`config.mk`:
```
export PLATFORM = sky130hd
export DESIGN_NAME = hcp_host_port
export DESIGN_NICKNAME = d
export VERILOG_FILES = /design/src/hcp_pkg.sv /design/src/hcp_sync.sv /design/src/hcp_host_port.sv
export SDC_FILE = /design/constraint.sdc
export NUM_CORES = 1
export LEC_CHECK = 0
export BUFFER_PORTS_ARGS = -buffer_cell sky130_fd_sc_hd__buf_2
export CAP_MARGIN = 20
export CELL_PAD_IN_SITES_DETAIL_PLACEMENT = 1
export CELL_PAD_IN_SITES_GLOBAL_PLACEMENT = 2
export CORE_AREA = 2 2 137 139
export CTS_CLUSTER_DIAMETER = 200
export DETAILED_ROUTE_END_ITERATION = 10
export DIE_AREA = 0 0 139 141
export GPL_TIMING_DRIVEN = 0
export MAX_ROUTING_LAYER = met4
export PLACE_DENSITY_LB_ADDON = 0.1
export SYNTH_ARGS = -nofsm -noshare
export SYNTH_HDL_FRONTEND = slang
export SYNTH_SLANG_ARGS = --single-unit
```
`constraint.sdc`:
```
create_clock -name clk -period 3.36 [get_ports clk]
set_clock_uncertainty 0.15 [all_clocks]
set_input_delay 0.504 -clock clk [delete_from_list [all_inputs] [get_ports clk]]
set_output_delay 0.504 -clock clk [all_outputs]
set_load 0.01 [all_outputs]
```
`src/hcp_pkg.sv`:
```
// shared constants and bundles of the host cpu bus port
package hcp_pkg;

	// ******************************
	// widths
	// ******************************
	localparam int HCP_ADDR_W = 15;
	localparam int HCP_DATA_W = 16;

	// ******************************
	// timing
	// ******************************
	localparam int HCP_CLK_PERIOD_PS = 5000;
	localparam int HCP_SYNC_STAGES = 3;
	localparam int HCP_ACK_MIN_NS = 100;
	localparam int HCP_ACK_MAX_NS = 1000;
	localparam int HCP_DATA_SETUP_NS = 15;
	localparam int HCP_ACK_MIN_CYC = (HCP_ACK_MIN_NS * 1000 + HCP_CLK_PERIOD_PS - 1) / HCP_CLK_PERIOD_PS;
	localparam int HCP_ACK_MAX_CYC = (HCP_ACK_MAX_NS * 1000) / HCP_CLK_PERIOD_PS;
	localparam int HCP_DATA_SETUP_CYC = (HCP_DATA_SETUP_NS * 1000 + HCP_CLK_PERIOD_PS - 1) / HCP_CLK_PERIOD_PS;
	localparam int HCP_ACK_LIMIT_CYC = HCP_ACK_MAX_CYC - HCP_SYNC_STAGES - 2;
	localparam int HCP_TIMEOUT_CYC = HCP_ACK_LIMIT_CYC - HCP_DATA_SETUP_CYC;
	localparam int HCP_CNT_W = $clog2(HCP_ACK_MAX_CYC + 1);

	// ******************************
	// reset values
	// ******************************
	localparam logic [HCP_DATA_W-1:0] HCP_RDATA_RST = 16'h0000;

	// ******************************
	// bundles
	// ******************************
	typedef struct packed {
		logic dataStrobeMode;
		logic csN;
		logic rdN;
		logic wrN;
		logic data_strobe_n;
		logic readNotWrite;
		logic memory_space_select;
		logic [HCP_ADDR_W-1:0] wordAddr;
		logic [HCP_DATA_W-1:0] wdata;
	} hcp_pins_s;

	localparam int HCP_PINS_W = $bits(hcp_pins_s);

	typedef struct packed {
		logic write;
		logic memory_space_select;
		logic [HCP_ADDR_W-1:0] wordAddr;
		logic [HCP_DATA_W-1:0] wdata;
	} hcp_req_s;

	typedef struct packed {
		logic valid;
		logic [HCP_DATA_W-1:0] rdata;
	} hcp_rsp_s;

	typedef enum logic [2:0] {
		HCP_IDLE,
		HCP_WAIT,
		HCP_SETUP,
		HCP_ACK,
		HCP_END
	} hcp_state_e;

endpackage : hcp_pkg

```
`src/hcp_sync.sv`:
```
// three stage input synchroniser with agreement filter
`timescale 1ns/1ps
module hcp_sync
	import hcp_pkg::*;
#(
	parameter int WIDTH = 1,
	parameter logic [WIDTH-1:0] RST_VAL = '0
) (
	input wire logic clk,
	input wire logic rst_n,
	input wire logic [WIDTH-1:0] asyncIn,
	output logic [WIDTH-1:0] syncOut
);

	// ******************************
	// elaboration check
	// ******************************
	if (WIDTH < 1) begin : g_badWidth
		$error("hcp_sync: WIDTH must be at least one");
	end

	logic [WIDTH-1:0] meta_q;
	logic [WIDTH-1:0] stage2_q;
	logic [WIDTH-1:0] stage3_q;
	logic [WIDTH-1:0] held_q;
	logic [WIDTH-1:0] agree;

	// ******************************
	// stages
	// ******************************
	always_ff @(posedge clk or negedge rst_n) begin
		if (!rst_n) begin
			meta_q <= RST_VAL;
			stage2_q <= RST_VAL;
			stage3_q <= RST_VAL;
			held_q <= RST_VAL;
		end else begin
			meta_q <= asyncIn;
			stage2_q <= meta_q;
			stage3_q <= stage2_q;
			held_q <= syncOut;
		end
	end

	// a bit changes only once stages two and three agree
	assign agree = ~(stage2_q ^ stage3_q);
	assign syncOut = (agree & stage3_q) | (~agree & held_q);

endmodule : hcp_sync

```
`src/hcp_host_port.sv`:
```
// host cpu bus port: strobe-pair and data-strobe styles
`timescale 1ns/1ps

module hcp_host_port
	import hcp_pkg::*;
(
	input wire logic clk,
	input wire logic rst_n,
	input wire logic dataStrobeMode,
	input wire logic csN,
	input wire logic rdN,
	input wire logic wrN,
	input wire logic data_strobe_n,
	input wire logic readNotWrite,
	input wire logic memory_space_select,
	input wire logic [hcp_pkg::HCP_ADDR_W-1:0] wordAddr,
	input wire logic [hcp_pkg::HCP_DATA_W-1:0] dataIn,
	output logic [hcp_pkg::HCP_DATA_W-1:0] dataOut,
	output logic dataOeN,
	output logic ready,
	output logic transfer_acknowledge_n,
	output logic transferAckOeN,
	output logic regReqValid,
	output logic memReqValid,
	output hcp_pkg::hcp_req_s req,
	input wire hcp_pkg::hcp_rsp_s regRsp,
	input wire hcp_pkg::hcp_rsp_s memRsp,
	output logic accessTimeout
);

	// ******************************
	// elaboration check
	// ******************************
	if (HCP_SYNC_STAGES != 3) begin : g_badSync
		$error("hcp_host_port: pin path needs three stages");
	end

	if (HCP_DATA_SETUP_CYC < 1) begin : g_badSetup
		$error("hcp_host_port: read data setup must be at least one cycle");
	end

	if (HCP_ACK_MIN_CYC < 1 || HCP_TIMEOUT_CYC <= HCP_ACK_MIN_CYC) begin : g_badTiming
		$error("hcp_host_port: acknowledge window cannot be met at this clock");
	end

	localparam logic [HCP_CNT_W-1:0] ACK_MIN = HCP_CNT_W'(HCP_ACK_MIN_CYC);
	localparam logic [HCP_CNT_W-1:0] TIMEOUT = HCP_CNT_W'(HCP_TIMEOUT_CYC);
	localparam logic [HCP_CNT_W-1:0] SETUP_LAST = HCP_CNT_W'(HCP_DATA_SETUP_CYC - 1);
	localparam hcp_pins_s PINS_RST = '{
		dataStrobeMode: 1'b0,
		csN: 1'b1,
		rdN: 1'b1,
		wrN: 1'b1,
		data_strobe_n: 1'b1,
		readNotWrite: 1'b1,
		memory_space_select: 1'b0,
		wordAddr: '0,
		wdata: '0
	};

	// ******************************
	// declarations
	// ******************************
	hcp_pins_s pinsRaw;
	hcp_pins_s pins;
	hcp_state_e state_q;
	hcp_state_e state_d;
	logic [HCP_CNT_W-1:0] cnt_q;
	logic [HCP_CNT_W-1:0] cnt_d;
	logic [HCP_CNT_W-1:0] setupCnt_q;
	logic [HCP_CNT_W-1:0] setupCnt_d;
	logic pending_q;
	logic driveData_q;
	logic [HCP_DATA_W-1:0] rdata_q;
	hcp_req_s req_q;
	logic regReqValid_q;
	logic memReqValid_q;
	logic timeout_q;
	logic dsMode;
	logic active;
	logic isWrite;
	logic start;
	logic rspValid;
	logic [HCP_DATA_W-1:0] rspData;
	logic waitDone;
	logic waitTimeout;
	logic setupDone;
	logic ackPhase;
	hcp_rsp_s rspSel;
	logic inWait;
	logic inAck;
	logic ackDrive;

	// ******************************
	// answer selection
	// ******************************
	function automatic hcp_rsp_s pickRsp(input logic toMem, input hcp_rsp_s fromReg, input hcp_rsp_s fromMem);
		return toMem ? fromMem : fromReg;
	endfunction : pickRsp

	// ******************************
	// pin synchronisation
	// ******************************
	assign pinsRaw = '{
		dataStrobeMode: dataStrobeMode,
		csN: csN,
		rdN: rdN,
		wrN: wrN,
		data_strobe_n: data_strobe_n,
		readNotWrite: readNotWrite,
		memory_space_select: memory_space_select,
		wordAddr: wordAddr,
		wdata: dataIn
	};

	hcp_sync #(
		.WIDTH(HCP_PINS_W),
		.RST_VAL(PINS_RST)
	) u_sync (
		.clk(clk),
		.rst_n(rst_n),
		.asyncIn(pinsRaw),
		.syncOut(pins)
	);

	// ******************************
	// cycle decode
	// ******************************
	assign dsMode = pins.dataStrobeMode;
	assign active = !pins.csN && (dsMode ? !pins.data_strobe_n : (!pins.rdN || !pins.wrN));
	assign isWrite = dsMode ? !pins.readNotWrite : !pins.wrN;
	assign start = (state_q == HCP_IDLE) && active && !pending_q;
	assign rspSel = pickRsp(req_q.memory_space_select, regRsp, memRsp);
	assign rspValid = pending_q && rspSel.valid;
	assign rspData = rspSel.rdata;
	assign inWait = (state_q == HCP_WAIT);
	assign inAck = (state_q == HCP_ACK);
	assign waitDone = inWait && rspValid;
	assign waitTimeout = inWait && !rspValid && (cnt_q >= TIMEOUT);
	assign setupDone = (cnt_q >= ACK_MIN) && (setupCnt_q >= SETUP_LAST);
	assign ackPhase = inAck && active;

	// ******************************
	// state machine
	// ******************************
	always_comb begin
		state_d = state_q;
		cnt_d = cnt_q;
		setupCnt_d = setupCnt_q;
		unique case (state_q)
			HCP_IDLE: begin
				cnt_d = '0;
				setupCnt_d = '0;
				if (start) begin
					state_d = HCP_WAIT;
				end
			end
			HCP_WAIT: begin
				cnt_d = cnt_q + 1'b1;
				if (!active) begin
					state_d = HCP_END;
				end else if (waitDone || waitTimeout) begin
					state_d = HCP_SETUP;
				end
			end
			HCP_SETUP: begin
				cnt_d = cnt_q + 1'b1;
				setupCnt_d = setupCnt_q + 1'b1;
				if (!active) begin
					state_d = HCP_END;
				end else if (setupDone) begin
					state_d = HCP_ACK;
				end
			end
			HCP_ACK: begin
				if (!active) begin
					state_d = HCP_END;
				end
			end
			HCP_END: begin
				state_d = HCP_IDLE;
			end
			default: begin
				state_d = HCP_IDLE;
			end
		endcase
	end

	always_ff @(posedge clk or negedge rst_n) begin
		if (!rst_n) begin
			state_q <= HCP_IDLE;
			cnt_q <= '0;
			setupCnt_q <= '0;
		end else begin
			state_q <= state_d;
			cnt_q <= cnt_d;
			setupCnt_q <= setupCnt_d;
		end
	end

	// ******************************
	// request to back end
	// ******************************
	always_ff @(posedge clk or negedge rst_n) begin
		if (!rst_n) begin
			req_q <= '0;
		end else if (start) begin
			req_q <= '{
				write: isWrite,
				memory_space_select: pins.memory_space_select,
				wordAddr: pins.wordAddr,
				wdata: pins.wdata
			};
		end
	end

	always_ff @(posedge clk or negedge rst_n) begin
		if (!rst_n) begin
			regReqValid_q <= 1'b0;
			memReqValid_q <= 1'b0;
		end else begin
			regReqValid_q <= start && !pins.memory_space_select;
			memReqValid_q <= start && pins.memory_space_select;
		end
	end

	// a timeout closes the request too, but a cycle the host ends before the timeout leaves pending_q set and blocks start until the back end answers
	always_ff @(posedge clk or negedge rst_n) begin
		if (!rst_n) begin
			pending_q <= 1'b0;
		end else if (start) begin
			pending_q <= 1'b1;
		end else if (rspValid || waitTimeout) begin
			pending_q <= 1'b0;
		end
	end

	// ******************************
	// read data and timeout
	// ******************************
	always_ff @(posedge clk or negedge rst_n) begin
		if (!rst_n) begin
			rdata_q <= HCP_RDATA_RST;
		end else if (waitDone) begin
			rdata_q <= rspData;
		end else if (waitTimeout) begin
			rdata_q <= HCP_RDATA_RST;
		end
	end

	always_ff @(posedge clk or negedge rst_n) begin
		if (!rst_n) begin
			timeout_q <= 1'b0;
		end else begin
			timeout_q <= waitTimeout;
		end
	end

	always_ff @(posedge clk or negedge rst_n) begin
		if (!rst_n) begin
			driveData_q <= 1'b0;
		end else if ((waitDone || waitTimeout) && active && !req_q.write) begin
			driveData_q <= 1'b1;
		end else if (state_q == HCP_END || state_q == HCP_IDLE) begin
			driveData_q <= 1'b0;
		end
	end

	// ******************************
	// pin outputs
	// ******************************
	assign dataOut = rdata_q;
	assign dataOeN = !(driveData_q && active);
	assign ready = !(!dsMode && active && !inAck);
	assign transfer_acknowledge_n = !ackPhase;
	assign ackDrive = dsMode && (active || state_q != HCP_IDLE);
	assign transferAckOeN = !ackDrive;
	assign regReqValid = regReqValid_q;
	assign memReqValid = memReqValid_q;
	assign req = req_q;
	assign accessTimeout = timeout_q;

endmodule : hcp_host_port

```
[Word level (Yosys, flattened, before mapping)]
Index checks and enable logic that the tools add are counted.
Cells by class
  $add $sub $neg: 2
  magnitude comparators: 3
  equal/unequal tests: 8
  muxes and demuxes: 18
  bitwise logic cells: 6
  reduce and logical (&&, ||, !) cells: 46
Operators with widths (count)
  38-bit bitwise AND: 2
  38-bit inverter: 2
  38-bit OR: 1
  38-bit XOR: 1
  16-bit two-way mux: 2
  8-bit case mux with 2 select lines: 2
  3-bit two-way mux: 6
  1-bit logical AND: 17
  17-bit two-way mux: 1
  8-bit by 1-bit adder with 8-bit output, second input constant: 2
  1-bit zero test: 15
  3-bit case mux with 4 select lines: 1
  2-bit nonzero test: 5
  8-bit by 2-bit greater-or-equal comparator with 1-bit output, second input constant: 1
  8-bit by 5-bit greater-or-equal comparator with 1-bit output, second input constant: 1
  8-bit greater-or-equal comparator, second input constant: 1
  3-bit by 2-bit equality test with 1-bit output, second input constant: 2
  1-bit two-way mux: 6
  1-bit logical OR: 5
  2-bit != test, second input constant: 2
  4-bit AND reduction: 1
  3-bit by 1-bit equality test with 1-bit output, second input constant: 1
  3-bit equality test, second input constant: 1
  3-bit zero test: 1
  other kinds (4): 4
Storage, ports and cells
  register bits: 225
  bits of input ports: 74
  output and inout bits: 56
  logic and storage cells: 100

[Longest topological paths before layout]
Gate-level depths: netlist (run 1).
  depth after elaboration: 13
  mapped depth: 7
  gate-level depth less buffers: 6

[Modules after synthesis]
Synthesis (run 1) repeated with hierarchy kept, for this count alone.
Unflattened totals
  cell total of the unflattened synthesis: 486
  area, all modules: 7611.0 um2
By module, submodules not included
  hcp_sync: times used 1, cells each 190, area each 4256.6 um2, sequential area each 3828.7 um2
  hcp_host_port: times used 1, cells each 296, area each 3354.5 um2, sequential area each 1826.8 um2

[Worst setup path before layout (run 1)]
No wires, ideal clock.
  path type: register to register
  start point: reg state_q[0]
  end point: reg req_q, in the netlist req[10]
  arrival: 1.850 ns
  required time: 3.085 ns
  path slack: 1.235 ns
  stages on the path, launching flop included: 8
  buffers on the path: 3
  clock period less this slack: 2.125 ns
  cells stage by stage: dfrtp_1 -> buf_6 -> or3_1 -> buf_2 -> a2111oi_4 -> nand2_4 -> buf_6 -> mux2_4
Between the ends
  cells in the longest elaborated chain, start to end: 3
Ends and longest elaborated chain
  start, declared: line hcp_host_port.sv:66  | hcp_state_e state_q;
  start signal, assigned: line hcp_host_port.sv:195  | state_q <= state_d;
  3-bit zero test: line hcp_host_port.sv:132  | assign start = (state_q == HCP_IDLE) && active && !pending_q;
  1-bit logical AND (2 in series): line hcp_host_port.sv:132
  end signal, assigned: line hcp_host_port.sv:208  | req_q <= '{
  end, declared: line hcp_host_port.sv:75  | hcp_req_s req_q;
No other way between the ends.
A chain may end at the register's enable or synchronous reset.

==> results.tsv, run 1 <==
stage	metric	value	unit
status	status	finished, final reports clean	
power_and_ir_drop	power	7640	uW
cells_and_area	final_common_cell	dfrtp_1	
global_routing	grt.total_usage	0.164	
floorplanning	die_y	141	um
yosys	synthCells	460	
setup_path	r2r_end	dataOut[14]$_DFFE_PN0N_	
yosys	synth_top_family_by_area	multiplexers	
yosys	mappedNetlistArea	7610	um^2
clock_tree	clockRootBuffer	clkbuf_16	
yosys	synth_nets	538	
power_and_ir_drop	ir_worst_vdd	0.000388	V
drt	route.detailed.drc	0	
clock_tree	clk_latency	0.50	ns
cells_and_area	final_nets	733	
yosys	synth_xor_area_frac	0.00115	
cells_and_area	drive_gt1_frac	0.342	
cells_and_area	n_fill_cell	1772	
clock_tree	clkSlewWorstSetupHoldPaths	0.06	ns
yosys	synth_area_leaders	dfrtp_1 (67%), dfstp_2 (6.9%), mux2_4 (5.3%), maj3_1 (5.3%), mux2i_1 (2.9%)	
yosys	synthAdderAreaFrac	0.0592	
min_path	hold-path-cell-count	3	
clock_tree	cts.htree.levels	1	
placed_design	place_congestion	0.785	
run	max-cap-violations	0	
yosys	synth_area_leader_cell	dfrtp_1	
min_path	min_from	memRsp[13]	
global_routing	grt_pass1_wl	25.4	mm
min_path	hold_end	dataOut[13]$_DFFE_PN0N_	
timing	setup_violations	0	
clock_tree	numCtsBuffers	23	
global_routing	grt_max_degree	95	
floorplanning	die_w	139	um
drt	drtIter0Drc	181	
timing	drv_slew	0	
global_routing	antenna_found_initial	0	
placed_design	detailed_place_hpwl	9.63	mm
floorplanning	initial_utilization	0.417	
power_and_ir_drop	power_density	780	nW/um^2
yosys	synth_top_area_frac	0.674	
setup_path	worstSetupPathType	register to output pin	
floorplanning	ios	130	
cells_and_area	multi_input_area	1850	um^2
drt	ant_nets	0	
setup_path	cp-start-kind	register	
setup_path	reg2reg_slack	0.85	ns
placed_design	numPortBuffers	129	
timing	hold_slack	0.138	ns
drt	drt_pass1_iterations	4	
setup_path	path_max_fanout	7	
drt	vias	4382	
clock_tree	cts_tree	done	
timing	hold_viol_final	0	
global_routing	grt_overflow	0	
yosys	yosysWarnings	0	
cells_and_area	num_antenna_cells	0	
yosys	synth-seq-area-share	0.743	
min_path	hp-class	primary input to register	
global_routing	grt_pass1_vias	4932	
yosys	yosys.area_share.simple	0.0422	
setup_path	worstPathArrival	2.24	ns
drt	drt-vias-per-instance	4.84	
timing	relSlewSlack	0.472	
yosys	synthMuxAreaShare	0.0911	
setup_path	r2r_start	req[31]$_DFFE_PN0P_	
floorplanning	die_area	19600	um^2
drt	routed_wl	15.1	mm
timing	max_freq	345	MHz
timing	fin_crit	2.90	ns
drt	post_drt_wl_per_cell	16.7	um
yosys	synth_area_per_cell	16.5	um^2
floorplanning	core_area	18300	um^2
timing	fin_crit_sh	0.862	
timing	rsz0062_at_grt	false	
cells_and_area	seq_area	5660	um^2
cells_and_area	final_cell_mix	dfrtp_1 (205), buf_2 (130), maj3_1 (40), dlygate4sd3_1 (39), mux2_4 (27)	
setup_path	endpoint_kind	output pin	
setup_path	required	2.71	ns
yosys	synth_compound_area_frac	0.0493	
clock_tree	cts_resized	0	
yosys	yosys_register_bits	225	
clock_tree	clock_sinks	225	
power_and_ir_drop	leakagePower	0.00451	uW
timing	tightest_slew	0.789	ns
cells_and_area	syn_to_final_growth	28.6	%
floorplanning	row_count	50	
yosys	synth_cell_types	40	
setup_path	rr_worst_depth	6	
clock_tree	clockBufferDepth	3	
cells by family (layout without fill, tap and decap cells):
| group | count (synthesis) | in the layout |
|---|---|---|
| AOI/OAI and AO/OA | 51 | 51 |
| xor gates and xnor gates | 1 | 1 |
| adders and majority gates | 44 | 44 |
| buffers and inverters | 20 | 232 |
| DFF | 225 | 225 |
| muxes | 55 | 55 |
| and+or+nand+nor | 64 | 64 |
worst max-delay path by stage:
stage | startpoint | to | slack [ns]
after floorplan | state_q[0]$_DFFE_PN0P_ | req[10]$_DFFE_PN0P_ | 1.23
after global placement | rst_n | req[2]$_DFFE_PN0P_ | -1.98
after detailed placement | req[31]$_DFFE_PN0P_ | dataOut[8]$_DFFE_PN0N_ | 0.80
after CTS | u_sync.stage2_q[37]$_DFF_PN0_ | transfer_acknowledge_n | 0.41
after global routing | u_sync.stage2_q[37]$_DFF_PN0_ | transfer_acknowledge_n | 0.31
final | u_sync.stage2_q[37]$_DFF_PN0_ | transfer_acknowledge_n | 0.46
area by class of cell:
cell class / instances / share of cell area
plain buffers: 13 / 0.00831
clock buffers: 33 / 0.0667
clock inverters: 9 / 0.0132
inverters: 7 / 0.00268
multi-input cells: 215 / 0.189
flip-flops and latches: 225 / 0.578
well taps: 234 / 0.0299
repair buffers: 170 / 0.112
registers in the layout, summed over array words and instances (netlist names), 3 cells and up:
name,flops
dataOut,16
setupCnt_q,8
u_sync.stage3_q,38
u_sync.meta_q,38
u_sync.held_q,38
cnt_q,8
u_sync.stage2_q,38
state_q,3
req,33
where the power goes:
group	internal, uW	total [uW]	switching [uW]	leakage, uW
Sequential	3160	3400	240	0.00267
Clock	1590	2590	1010	0.000378
Combinational	843	1650	804	0.00146
Total	5590	7640	2050	0.00451
critical path, cell delays in order, from the launching register on:
cell and delay, ns:
dfrtp_1 0.38, maj3_1 0.50, nand3b_1 0.35, and2_1 0.27, nand4_1 0.11, buf_2 0.14
stage by stage:
stage / setup WS [ns] / TNS (ns) / area (um^2) / std cells / util
CTS: 0.406 / 0 / 9790 / 906 / 0.536
finish: 0.463 / 0 / 9790 / 906 / 0.536
global route: 0.313 / 0 / 9790 / 906 / 0.536
floorplan: 1.23 / 0 / 7610 / 460 / -
detailed placement: 0.799 / 0 / 8620 / 825 / 0.472
global placement: -1.98 / -414.30 / 8550 / 823 / 0.468
cell usage after synthesis:
cell type / number
dfrtp_1: 205
maj3_1: 40
mux2_4: 27
mux2i_1: 22
dfstp_2: 20
nand2_1: 20
o2bb2ai_1: 16
nor2_1: 14
a21oi_1: 10
o21ai_0: 9
clkbuf_1: 7
inv_1: 7
mux2_2: 6
nand3_1: 5
nor3_1: 5
and3_1: 4
buf_6: 4
ha_1: 4
and4_1: 3
nor4_1: 3
a211oi_1: 2
a31oi_1: 2
a41oi_1: 2
and2_1: 2
buf_2: 2
nand4_1: 2
o211ai_1: 2
o22ai_1: 2
o31ai_1: 2
a2111oi_4: 1
a21o_1: 1
a22oi_1: 1
a41o_1: 1
nand2_4: 1
nand3b_1: 1
nor4b_1: 1
or2_2: 1
or3_1: 1
or3b_2: 1
xnor2_1: 1
layer usage:
layer	GRT usage	up-vias	routed length [um]
met2	0.262	136	7270
met4	0.0377	0	185
met5	-	-	0
met1	0.214	2229	6680
met3	0.0408	17	967
li1	-	2000	-
what timing repair did:
action,CTS,global route
setup buffers,0,0
hold endpoints to repair,93,0
hold buffers,39,0
(Power assumes the default switching activity.)
==> run 2, diff against run 1 <==
--- a/config.mk
+++ b/config.mk
@@ -9,13 +9,14 @@
 export CAP_MARGIN = 20
 export CELL_PAD_IN_SITES_DETAIL_PLACEMENT = 1
 export CELL_PAD_IN_SITES_GLOBAL_PLACEMENT = 2
-export CORE_AREA = 2 2 137 139
+export CORE_AREA = 2 2 157 121
 export CTS_CLUSTER_DIAMETER = 200
 export DETAILED_ROUTE_END_ITERATION = 10
-export DIE_AREA = 0 0 139 141
+export DIE_AREA = 0 0 159 123
 export GPL_TIMING_DRIVEN = 0
 export MAX_ROUTING_LAYER = met4
 export PLACE_DENSITY_LB_ADDON = 0.1
+export SKIP_LAST_GASP = 1
 export SYNTH_ARGS = -nofsm -noshare
 export SYNTH_HDL_FRONTEND = slang
 export SYNTH_SLANG_ARGS = --single-unit
==> run 2 against run 1 <==
Against the previous run:
- sequential cell count did not move
- clock-buffer cell count rose by 4
- power fell by 3.3%
- core utilization barely moved
- clock power fell by 9.7%
- global-route usage rose by 0.12 points
- die area fell by 0.21%
- register-to-register slack got worse by 0.08 ns
- final area fell by 1.1%
- final cell count rose by 1.1%
- sequential share of layout area rose by 0.62 points
- critical path type unchanged
- critical endpoint unchanged
==> results.tsv, run 2 (synthesis gave the netlist of run 1 again) <==
stage	metric	value	unit	change
timing	setup_violations	0		unchanged
setup_path	required	2.71	ns	about the same
drt	drt_pass1_iterations	4		unchanged
timing	setup-tns-final	0	ns	unchanged
drt	ant_nets	0		unchanged
clock_tree	clk_latency	0.50	ns	about the same
setup_path	cp_slowest_cell	maj3_1		unchanged
setup_path	slowest_delay	0.50	ns	about the same
run	max-cap-violations	0		unchanged
timing	relSlewSlack	0.389		was 0.472
cells_and_area	num_antenna_cells	0		unchanged
placed_design	place_area	8600	um^2	was 8620 um^2
global_routing	grt_overflow	0		unchanged
clock_tree	clock_sinks	225		unchanged
status	status	finished, final reports clean		unchanged
global_routing	antenna_found_initial	0		unchanged
drt	post_drt_wl_per_cell	16.5	um	was 16.7 um
clock_tree	cts_tree	done		unchanged
power_and_ir_drop	leakagePower	0.00445	uW	was 0.00451 uW
placed_design	place_congestion	0.809		was 0.785
cells_and_area	final_cell_mix	dfrtp_1 (205), buf_2 (130), maj3_1 (40), dlygate4sd3_1 (39), mux2_4 (27)		unchanged
cells_and_area	final_nets	732		was 733
setup_path	cp-start-kind	register		unchanged
drt	routed_wl	15.2	mm	was 15.1 mm
setup_path	path_max_fanout	7		unchanged
timing	fin_crit	2.87	ns	was 2.90 ns
setup_path	reg2reg_slack	0.77	ns	was 0.85 ns
floorplanning	initial_utilization	0.421		was 0.417
setup_path	worstPathArrival	2.21	ns	was 2.24 ns
cells_and_area	syn_to_final_growth	27.2	%	was 28.6%
cells_and_area	final_common_cell	dfrtp_1		unchanged
setup_path	crit_buf_inv	1		unchanged
timing	drv_slew	0		unchanged
floorplanning	row_count	43		was 50
floorplanning	ios	130		unchanged
placed_design	numPortBuffers	129		unchanged
clock_tree	clockBufferDepth	3		unchanged
clock_tree	cts.htree.levels	1		unchanged
timing	hold_viol_final	0		unchanged
clock_tree	clkSlewWorstSetupHoldPaths	0.06	ns	about the same
drt	drtIter0Drc	193		was 181
cells_and_area	fin_area	9680	um^2	was 9790 um^2
global_routing	grt_pass1_wl	25.4	mm	about the same
timing	max_freq	349	MHz	was 345 MHz
global_routing	grt_pass1_vias	4875		was 4,932
drt	vias	4426		was 4,382
floorplanning	core_area	18100	um^2	was 18,300 um^2
cells_and_area	drive_gt1_frac	0.333		was 0.342
timing	tightest_slew	0.913	ns	was 0.789 ns
setup_path	endpoint_kind	output pin		unchanged
clock_tree	numCtsBuffers	23		unchanged
global_routing	grt.total_usage	0.165		was 0.164
setup_path	cpLargestDelayFamily	simple AND/OR/NAND/NOR gates		unchanged
power_and_ir_drop	power_density	763	nW/um^2	was 780 nW/um^2
timing	fin_crit_sh	0.853		was 0.862
global_routing	grt_max_degree	126		was 95
clock_tree	cts_resized	0		unchanged
floorplanning	die_area	19600	um^2	about the same
placed_design	detailed_place_hpwl	9.63	mm	about the same
timing	rsz0062_at_grt	false		unchanged
drt	route.detailed.drc	0		unchanged
floorplanning	die_w	159	um	was 139 um
floorplanning	die_y	123	um	was 141 um
setup_path	worstSetupPathType	register to output pin		unchanged
min_path	hp-class	primary input to register		unchanged
clock_tree	clockRootBuffer	clkbuf_16		unchanged
power_and_ir_drop	ir_worst_vdd	0.000480	V	was 0.000388 V
drt	drt-vias-per-instance	4.83		was 4.84
setup_path	cp_cell_sequence	maj3_1 > nand3b_1 > and2_1 > nand4_1 > buf_2		unchanged
==> run 2: worst register-to-register path, cell delays in order (launching register included) <==
cell       delay, ns
dfrtp_1         0.35
buf_2           0.26
mux2i_1         0.27
nor2_1          0.13
o211ai_1        0.76
clkbuf_1        0.42
o2bb2ai_1       0.17
==> run 2: power breakdown <==
| group | internal, uW | leakage [uW] | total [uW] | switching, uW |
|---|---|---|---|---|
| Clock | 1360 | 0.000333 | 2340 | 982 |
| Sequential | 3160 | 0.00267 | 3390 | 234 |
| Combinational | 840 | 0.00144 | 1650 | 815 |
| Total | 5360 | 0.00445 | 7390 | 2030 |
==> run 2: routing by layer <==
| layer | track usage | part of all wire |
|---|---|---|
| met2 | 0.259 | 0.46 |
| met4 | 0.0358 | 0.018 |
| met5 | - | 0 |
| met1 | 0.218 | 0.45 |
| met3 | 0.0466 | 0.067 |
==> run 2: layout make-up <==
cell class,count,area [um^2]
fillers,1783,8390
well taps,247,309
clock inverters,3,21.3
plain buffers,13,81.3
flip-flops and latches,225,5660
inverters,7,26.3
repair buffers,169,1070
multi-input cells,215,1850
clock buffers,37,668
==> run 2: worst paths after layout <==
kind	startpoint	to	cells past startpoint
worst min-delay path	memRsp[12]	dataOut[12]$_DFFE_PN0N_	3
worst max-delay path	u_sync.held_q[37]$_DFF_PN0_	transfer_acknowledge_n	5
min in group asynchronous	rst_n	cnt_q[0]$_DFFE_PN0P_	2
worst max register to register	req[31]$_DFFE_PN0P_	dataOut[5]$_DFFE_PN0N_	6
max in group asynchronous	rst_n	u_sync.stage3_q[5]$_DFF_PN0_	3
worst min register to register	u_sync.meta_q[29]$_DFF_PN0_	u_sync.stage2_q[29]$_DFF_PN0_	0
==> run 2: metrics by stage <==
step	utilization	instances	setup slack, ns	hold slack [ns]	total power (uW)
final	0.536	916	0.494	0.146	7390
after global routing	0.536	916	0.366	0.146	7810
after CTS	0.536	916	0.441	0.128	7510
after detailed placement	0.476	837	0.757	0.186	5080
after global placement	0.474	836	-2.03	0.182	5010
after floorplan	-	460	1.23	0.0584	4410
==> run 2: repair_timing <==
| action | in CTS | in global routing |
|---|---|---|
| hold endpoints to repair | 134 | 0 |
| buffers inserted | 0 | 0 |
| hold buffers | 39 | 0 |
==> run 3, diff against run 2 <==
--- a/config.mk
+++ b/config.mk
@@ -5,14 +5,15 @@
 export SDC_FILE = /design/constraint.sdc
 export NUM_CORES = 1
 export LEC_CHECK = 0
+export ABC_AREA = 1
 export BUFFER_PORTS_ARGS = -buffer_cell sky130_fd_sc_hd__buf_2
 export CAP_MARGIN = 20
 export CELL_PAD_IN_SITES_DETAIL_PLACEMENT = 1
 export CELL_PAD_IN_SITES_GLOBAL_PLACEMENT = 2
-export CORE_AREA = 2 2 157 121
+export CORE_AREA = 2 2 164 126
 export CTS_CLUSTER_DIAMETER = 200
 export DETAILED_ROUTE_END_ITERATION = 10
-export DIE_AREA = 0 0 159 123
+export DIE_AREA = 0 0 166 128
 export GPL_TIMING_DRIVEN = 0
 export MAX_ROUTING_LAYER = met4
 export PLACE_DENSITY_LB_ADDON = 0.1
==> constraint.sdc (replaced) <==
create_clock -name clk -period 3.5 [get_ports clk]
set_clock_uncertainty 0.15 [all_clocks]
set_input_delay 0.525 -clock clk [delete_from_list [all_inputs] [get_ports clk]]
set_output_delay 0.525 -clock clk [all_outputs]
set_load 0.01 [all_outputs]
==> run 3 against run 2 <==
Against the previous run:
- die area rose by 8.6%
- global-route usage fell by 0.49 points
- critical endpoint unchanged
- core utilization fell by 3.6 points
- synthesized cell count rose by 33%
- critical path depth rose by 3
- register-to-register slack improved by 0.77 ns
- wire length rose by 4.6%
- sequential cell count did not move
- sequential share of layout area fell by 1.2 points
- final area rose by 2.0%
==> results.tsv, run 3 <==
stage	metric	value	unit	change
yosys	synth_edf_count	0		unchanged
cells_and_area	syn_to_final_growth	28.4	%	was 27.2%
power_and_ir_drop	power	7480	uW	was 7390 uW
global_routing	grt_max_degree	118		was 126
floorplanning	core_area	19800	um^2	was 18,100 um^2
setup_path	cp_slowest_cell	dfrtp_1		was maj3_1
setup_path	critPathLaunch	u_sync.stage2_q[37]$_DFF_PN0_		was u_sync.held_q[37]$_DFF_PN0_
placed_design	place_congestion	0.755		was 0.809
power_and_ir_drop	ir_worst_vdd	0.000344	V	was 0.000480 V
min_path	hold-path-cell-count	3		unchanged
clock_tree	clock_sinks	225		unchanged
yosys	synthCells	613		was 460
clock_tree	cts_tree	done		unchanged
setup_path	required	2.82	ns	was 2.71 ns
drt	routed_wl	15.9	mm	was 15.2 mm
cells_and_area	final_cell_mix	dfrtp_1 (205), nand2_1 (138), buf_2 (131), inv_1 (58), dlygate4sd3_1 (39)		was dfrtp_1 (205), buf_2 (130), maj3_1 (40), dlygate4sd3_1 (39), mux2_4 (27)
yosys	synth_top_area_frac	0.666		was 0.674
cells_and_area	num_antenna_cells	0		unchanged
setup_path	cpMostUsedCell	nand2_1		
global_routing	grt_pass1_wl	27.0	mm	was 25.4 mm
setup_path	cp_cell_sequence	inv_1 > nand2_1 > nand2_1 > nor2_1 > nor2_4 > nand2_1 > or2_2 > buf_2		was maj3_1 > nand3b_1 > and2_1 > nand4_1 > buf_2
yosys	synth_common_cells	dfrtp_1 (205), nand2_1 (138), inv_1 (58), maj3_1 (32), nor2_1 (26)		was dfrtp_1 (205), maj3_1 (40), mux2_4 (27), mux2i_1 (22)
global_routing	grt.total_usage	0.160		was 0.165
clock_tree	cts_resized	0		unchanged
timing	rsz0062_at_grt	false		unchanged
timing	max_freq	351	MHz	
setup_path	slowest_delay	0.39	ns	was 0.50 ns
setup_path	worstSetupPathType	register to output pin		unchanged
floorplanning	die_area	21200	um^2	was 19,600 um^2
cells_and_area	final_common_cell	dfrtp_1		unchanged
floorplanning	initial_utilization	0.389		was 0.421
min_path	hp-class	primary input to register		unchanged
clock_tree	numCtsBuffers	23		unchanged
global_routing	grt_pass1_vias	5445		was 4,875
global_routing	grt_overflow	0		unchanged
yosys	synth_area_leaders	dfrtp_1 (67%), dfstp_2 (6.8%), nand2_1 (6.7%), maj3_1 (4.2%), inv_1 (2.8%)		was dfrtp_1 (67%), dfstp_2 (6.9%), mux2_4 (5.3%), maj3_1 (5.3%), mux2i_1 (2.9%)
placed_design	detailed_place_hpwl	10.5	mm	was 9.63 mm
drt	ant_nets	0		unchanged
power_and_ir_drop	leakagePower	0.00479	uW	was 0.00445 uW
drt	vias	4937		was 4,426
yosys	synth_area_per_cell	12.6	um^2	was 16.5 um^2
clock_tree	clockRootBuffer	clkbuf_16		unchanged
placed_design	dp_cells	1001		was 837
setup_path	cp-start-kind	register		unchanged
timing	hold_viol_final	0		unchanged
yosys	yosys_register_bits	225		unchanged
setup_path	r2r_start	u_sync.stage2_q[37]$_DFF_PN0_		was req[31]$_DFFE_PN0P_
floorplanning	row_count	45		was 43
setup_path	path_max_fanout	5		was 7
timing	fin_crit	2.85	ns	
cells_and_area	final_cells	1082		was 916
floorplanning	ios	130		unchanged
clock_tree	clockBufferDepth	3		unchanged
drt	route.detailed.drc	0		unchanged
min_path	min_from	regRsp[11]		was memRsp[12]
clock_tree	cts.htree.levels	1		unchanged
clock_tree	clk_latency	0.51	ns	was 0.50 ns
yosys	synth-seq-area-share	0.735		was 0.743
setup_path	endpoint_kind	output pin		unchanged
setup_path	cpLargestDelayFamily	simple AND/OR/NAND/NOR gates		unchanged
yosys	synth_ff_type	dfrtp_1		unchanged
placed_design	place_area	8700	um^2	was 8600 um^2
global_routing	antenna_found_initial	0		unchanged
drt	drt_pass1_iterations	4		unchanged
setup_path	crit_cells	8		was 5
cells_and_area	drive_gt1_frac	0.284		was 0.333
setup_path	worstPathArrival	2.18	ns	was 2.21 ns
clock_tree	clkSlewWorstSetupHoldPaths	0.06	ns	about the same
placed_design	numPortBuffers	129		unchanged
drt	drtIter0Drc	187		was 193
cells_and_area	final_nets	885		was 732
run	max-cap-violations	0		unchanged
cells_and_area	n_fill_cell	2118		was 1,783
drt	post_drt_wl_per_cell	14.7	um	was 16.5 um
drt	drt-vias-per-instance	4.56		was 4.83
setup_path	crit_buf_inv	2		was 1
timing	drv_slew	0		unchanged
cells_and_area	fin_area	9880	um^2	was 9680 um^2
yosys	yosysWarnings	0		unchanged
timing	fin_crit_sh	0.815		
yosys	synth_cell_types	35		was 40
floorplanning	die_y	128	um	was 123 um
yosys	async_reset_ff_frac	1.00		unchanged
yosys	yosysMostFrequentCell	dfrtp_1		unchanged
floorplanning	die_w	166	um	was 159 um
setup_path	rr_worst_depth	10		was 6
timing	setup_violations	0		unchanged
status	status	finished, final reports clean		unchanged
yosys	synth_nets	691		was 538
yosys	synth_area_leader_cell	dfrtp_1		unchanged
timing	tightest_slew	0.818	ns	was 0.913 ns
power_and_ir_drop	power_density	757	nW/um^2	was 763 nW/um^2
yosys	mappedNetlistArea	7700	um^2	was 7610 um^2
timing	relSlewSlack	0.455		was 0.389
==> run 3: cell count changes after synthesis, moves of 12 or more <==
cell,before,now
mux2i_1,22,0
o211ai_1,2,16
nand2_1,20,138
o2bb2ai_1,16,0
mux2_4,27,0
nor2_1,14,26
or2_2,1,17
inv_1,7,58
==> run 3: per-stage QoR <==
step | utilization | hold WS [ns] | setup WS (ns) | setup TNS [ns]
finish | 0.500 | 0.130 | 0.648 | 0
global route | 0.500 | 0.123 | 0.467 | 0
CTS | 0.500 | 0.109 | 0.607 | 0
detailed placement | 0.440 | 0.186 | 1.17 | 0
global placement | 0.438 | 0.182 | -1.97 | -409.50
floorplan | - | 0.0794 | 1.61 | 0
==> run 3: what timing repair did <==
item | in CTS | in global routing
setup buffers | 0 | 0
hold buffers | 39 | 0
endpoints found under the hold margin | 142 | 0
==> run 3: power by group <==
group	switching, uW	internal [uW]
combinational	1090	647
clock	1000	1470
sequential	223	3040
total	2320	5160
==> run 3: path summary, 6_finish.rpt <==
| check | slack (ns) | end |
|---|---|---|
| min reg2reg | 0.20 | u_sync.stage2_q[7]$_DFF_PN0_ |
| max reg2reg | 1.54 | req[10]$_DFFE_PN0P_ |
| min in group asynchronous | 0.52 | dataOut[11]$_DFFE_PN0N_ |
| max in group asynchronous | 1.64 | u_sync.held_q[35]$_DFF_PN1_ |
| min | 0.13 | dataOut[11]$_DFFE_PN0N_ |
| max | 0.65 | transfer_acknowledge_n |
==> run 3: area by class of cell <==
class / instances / area [um^2] / share of cell area
clock inverter: 12 / 135 / 0.0137
clock buffer: 30 / 652 / 0.0660
buffer: 11 / 78.8 / 0.00798
multi-input combinational: 316 / 1730 / 0.175
tap: 258 / 323 / 0.0327
inverter: 61 / 231 / 0.0234
sequential: 225 / 5660 / 0.572
timing repair buffer: 169 / 1070 / 0.109
==> run 3: logic make-up (layout without fill, tap and decap cells) <==
group,count (synthesis),count (layout),synth area share
adders and majority gates,36,36,0.0481
xor gates and xnor gates,1,1,0.00114
DFF,225,225,0.735
AOI/OAI and AO/OA,66,66,0.0525
buffers and inverters,72,283,0.0403
and+or+nand+nor,213,213,0.123
==> run 3: routing by layer <==
layer / vias to the layer above / part of all wire / global-route usage
met2: 113 / 0.46 / 0.251
met1: 2451 / 0.48 / 0.217
met4: 0 / 0.018 / 0.0425
met3: 22 / 0.044 / 0.0309
met5: - / 0 / -
li1: 2351 / - / -
==> run 3: worst register-to-register path, delay by kind of cell, from the launching register on <==
| family | cells | cell delay (ns) |
|---|---|---|
| buffers and inverters | 3 | 0.42 |
| DFF | 1 | 0.39 |
| and+or+nand+nor | 7 | 0.94 |
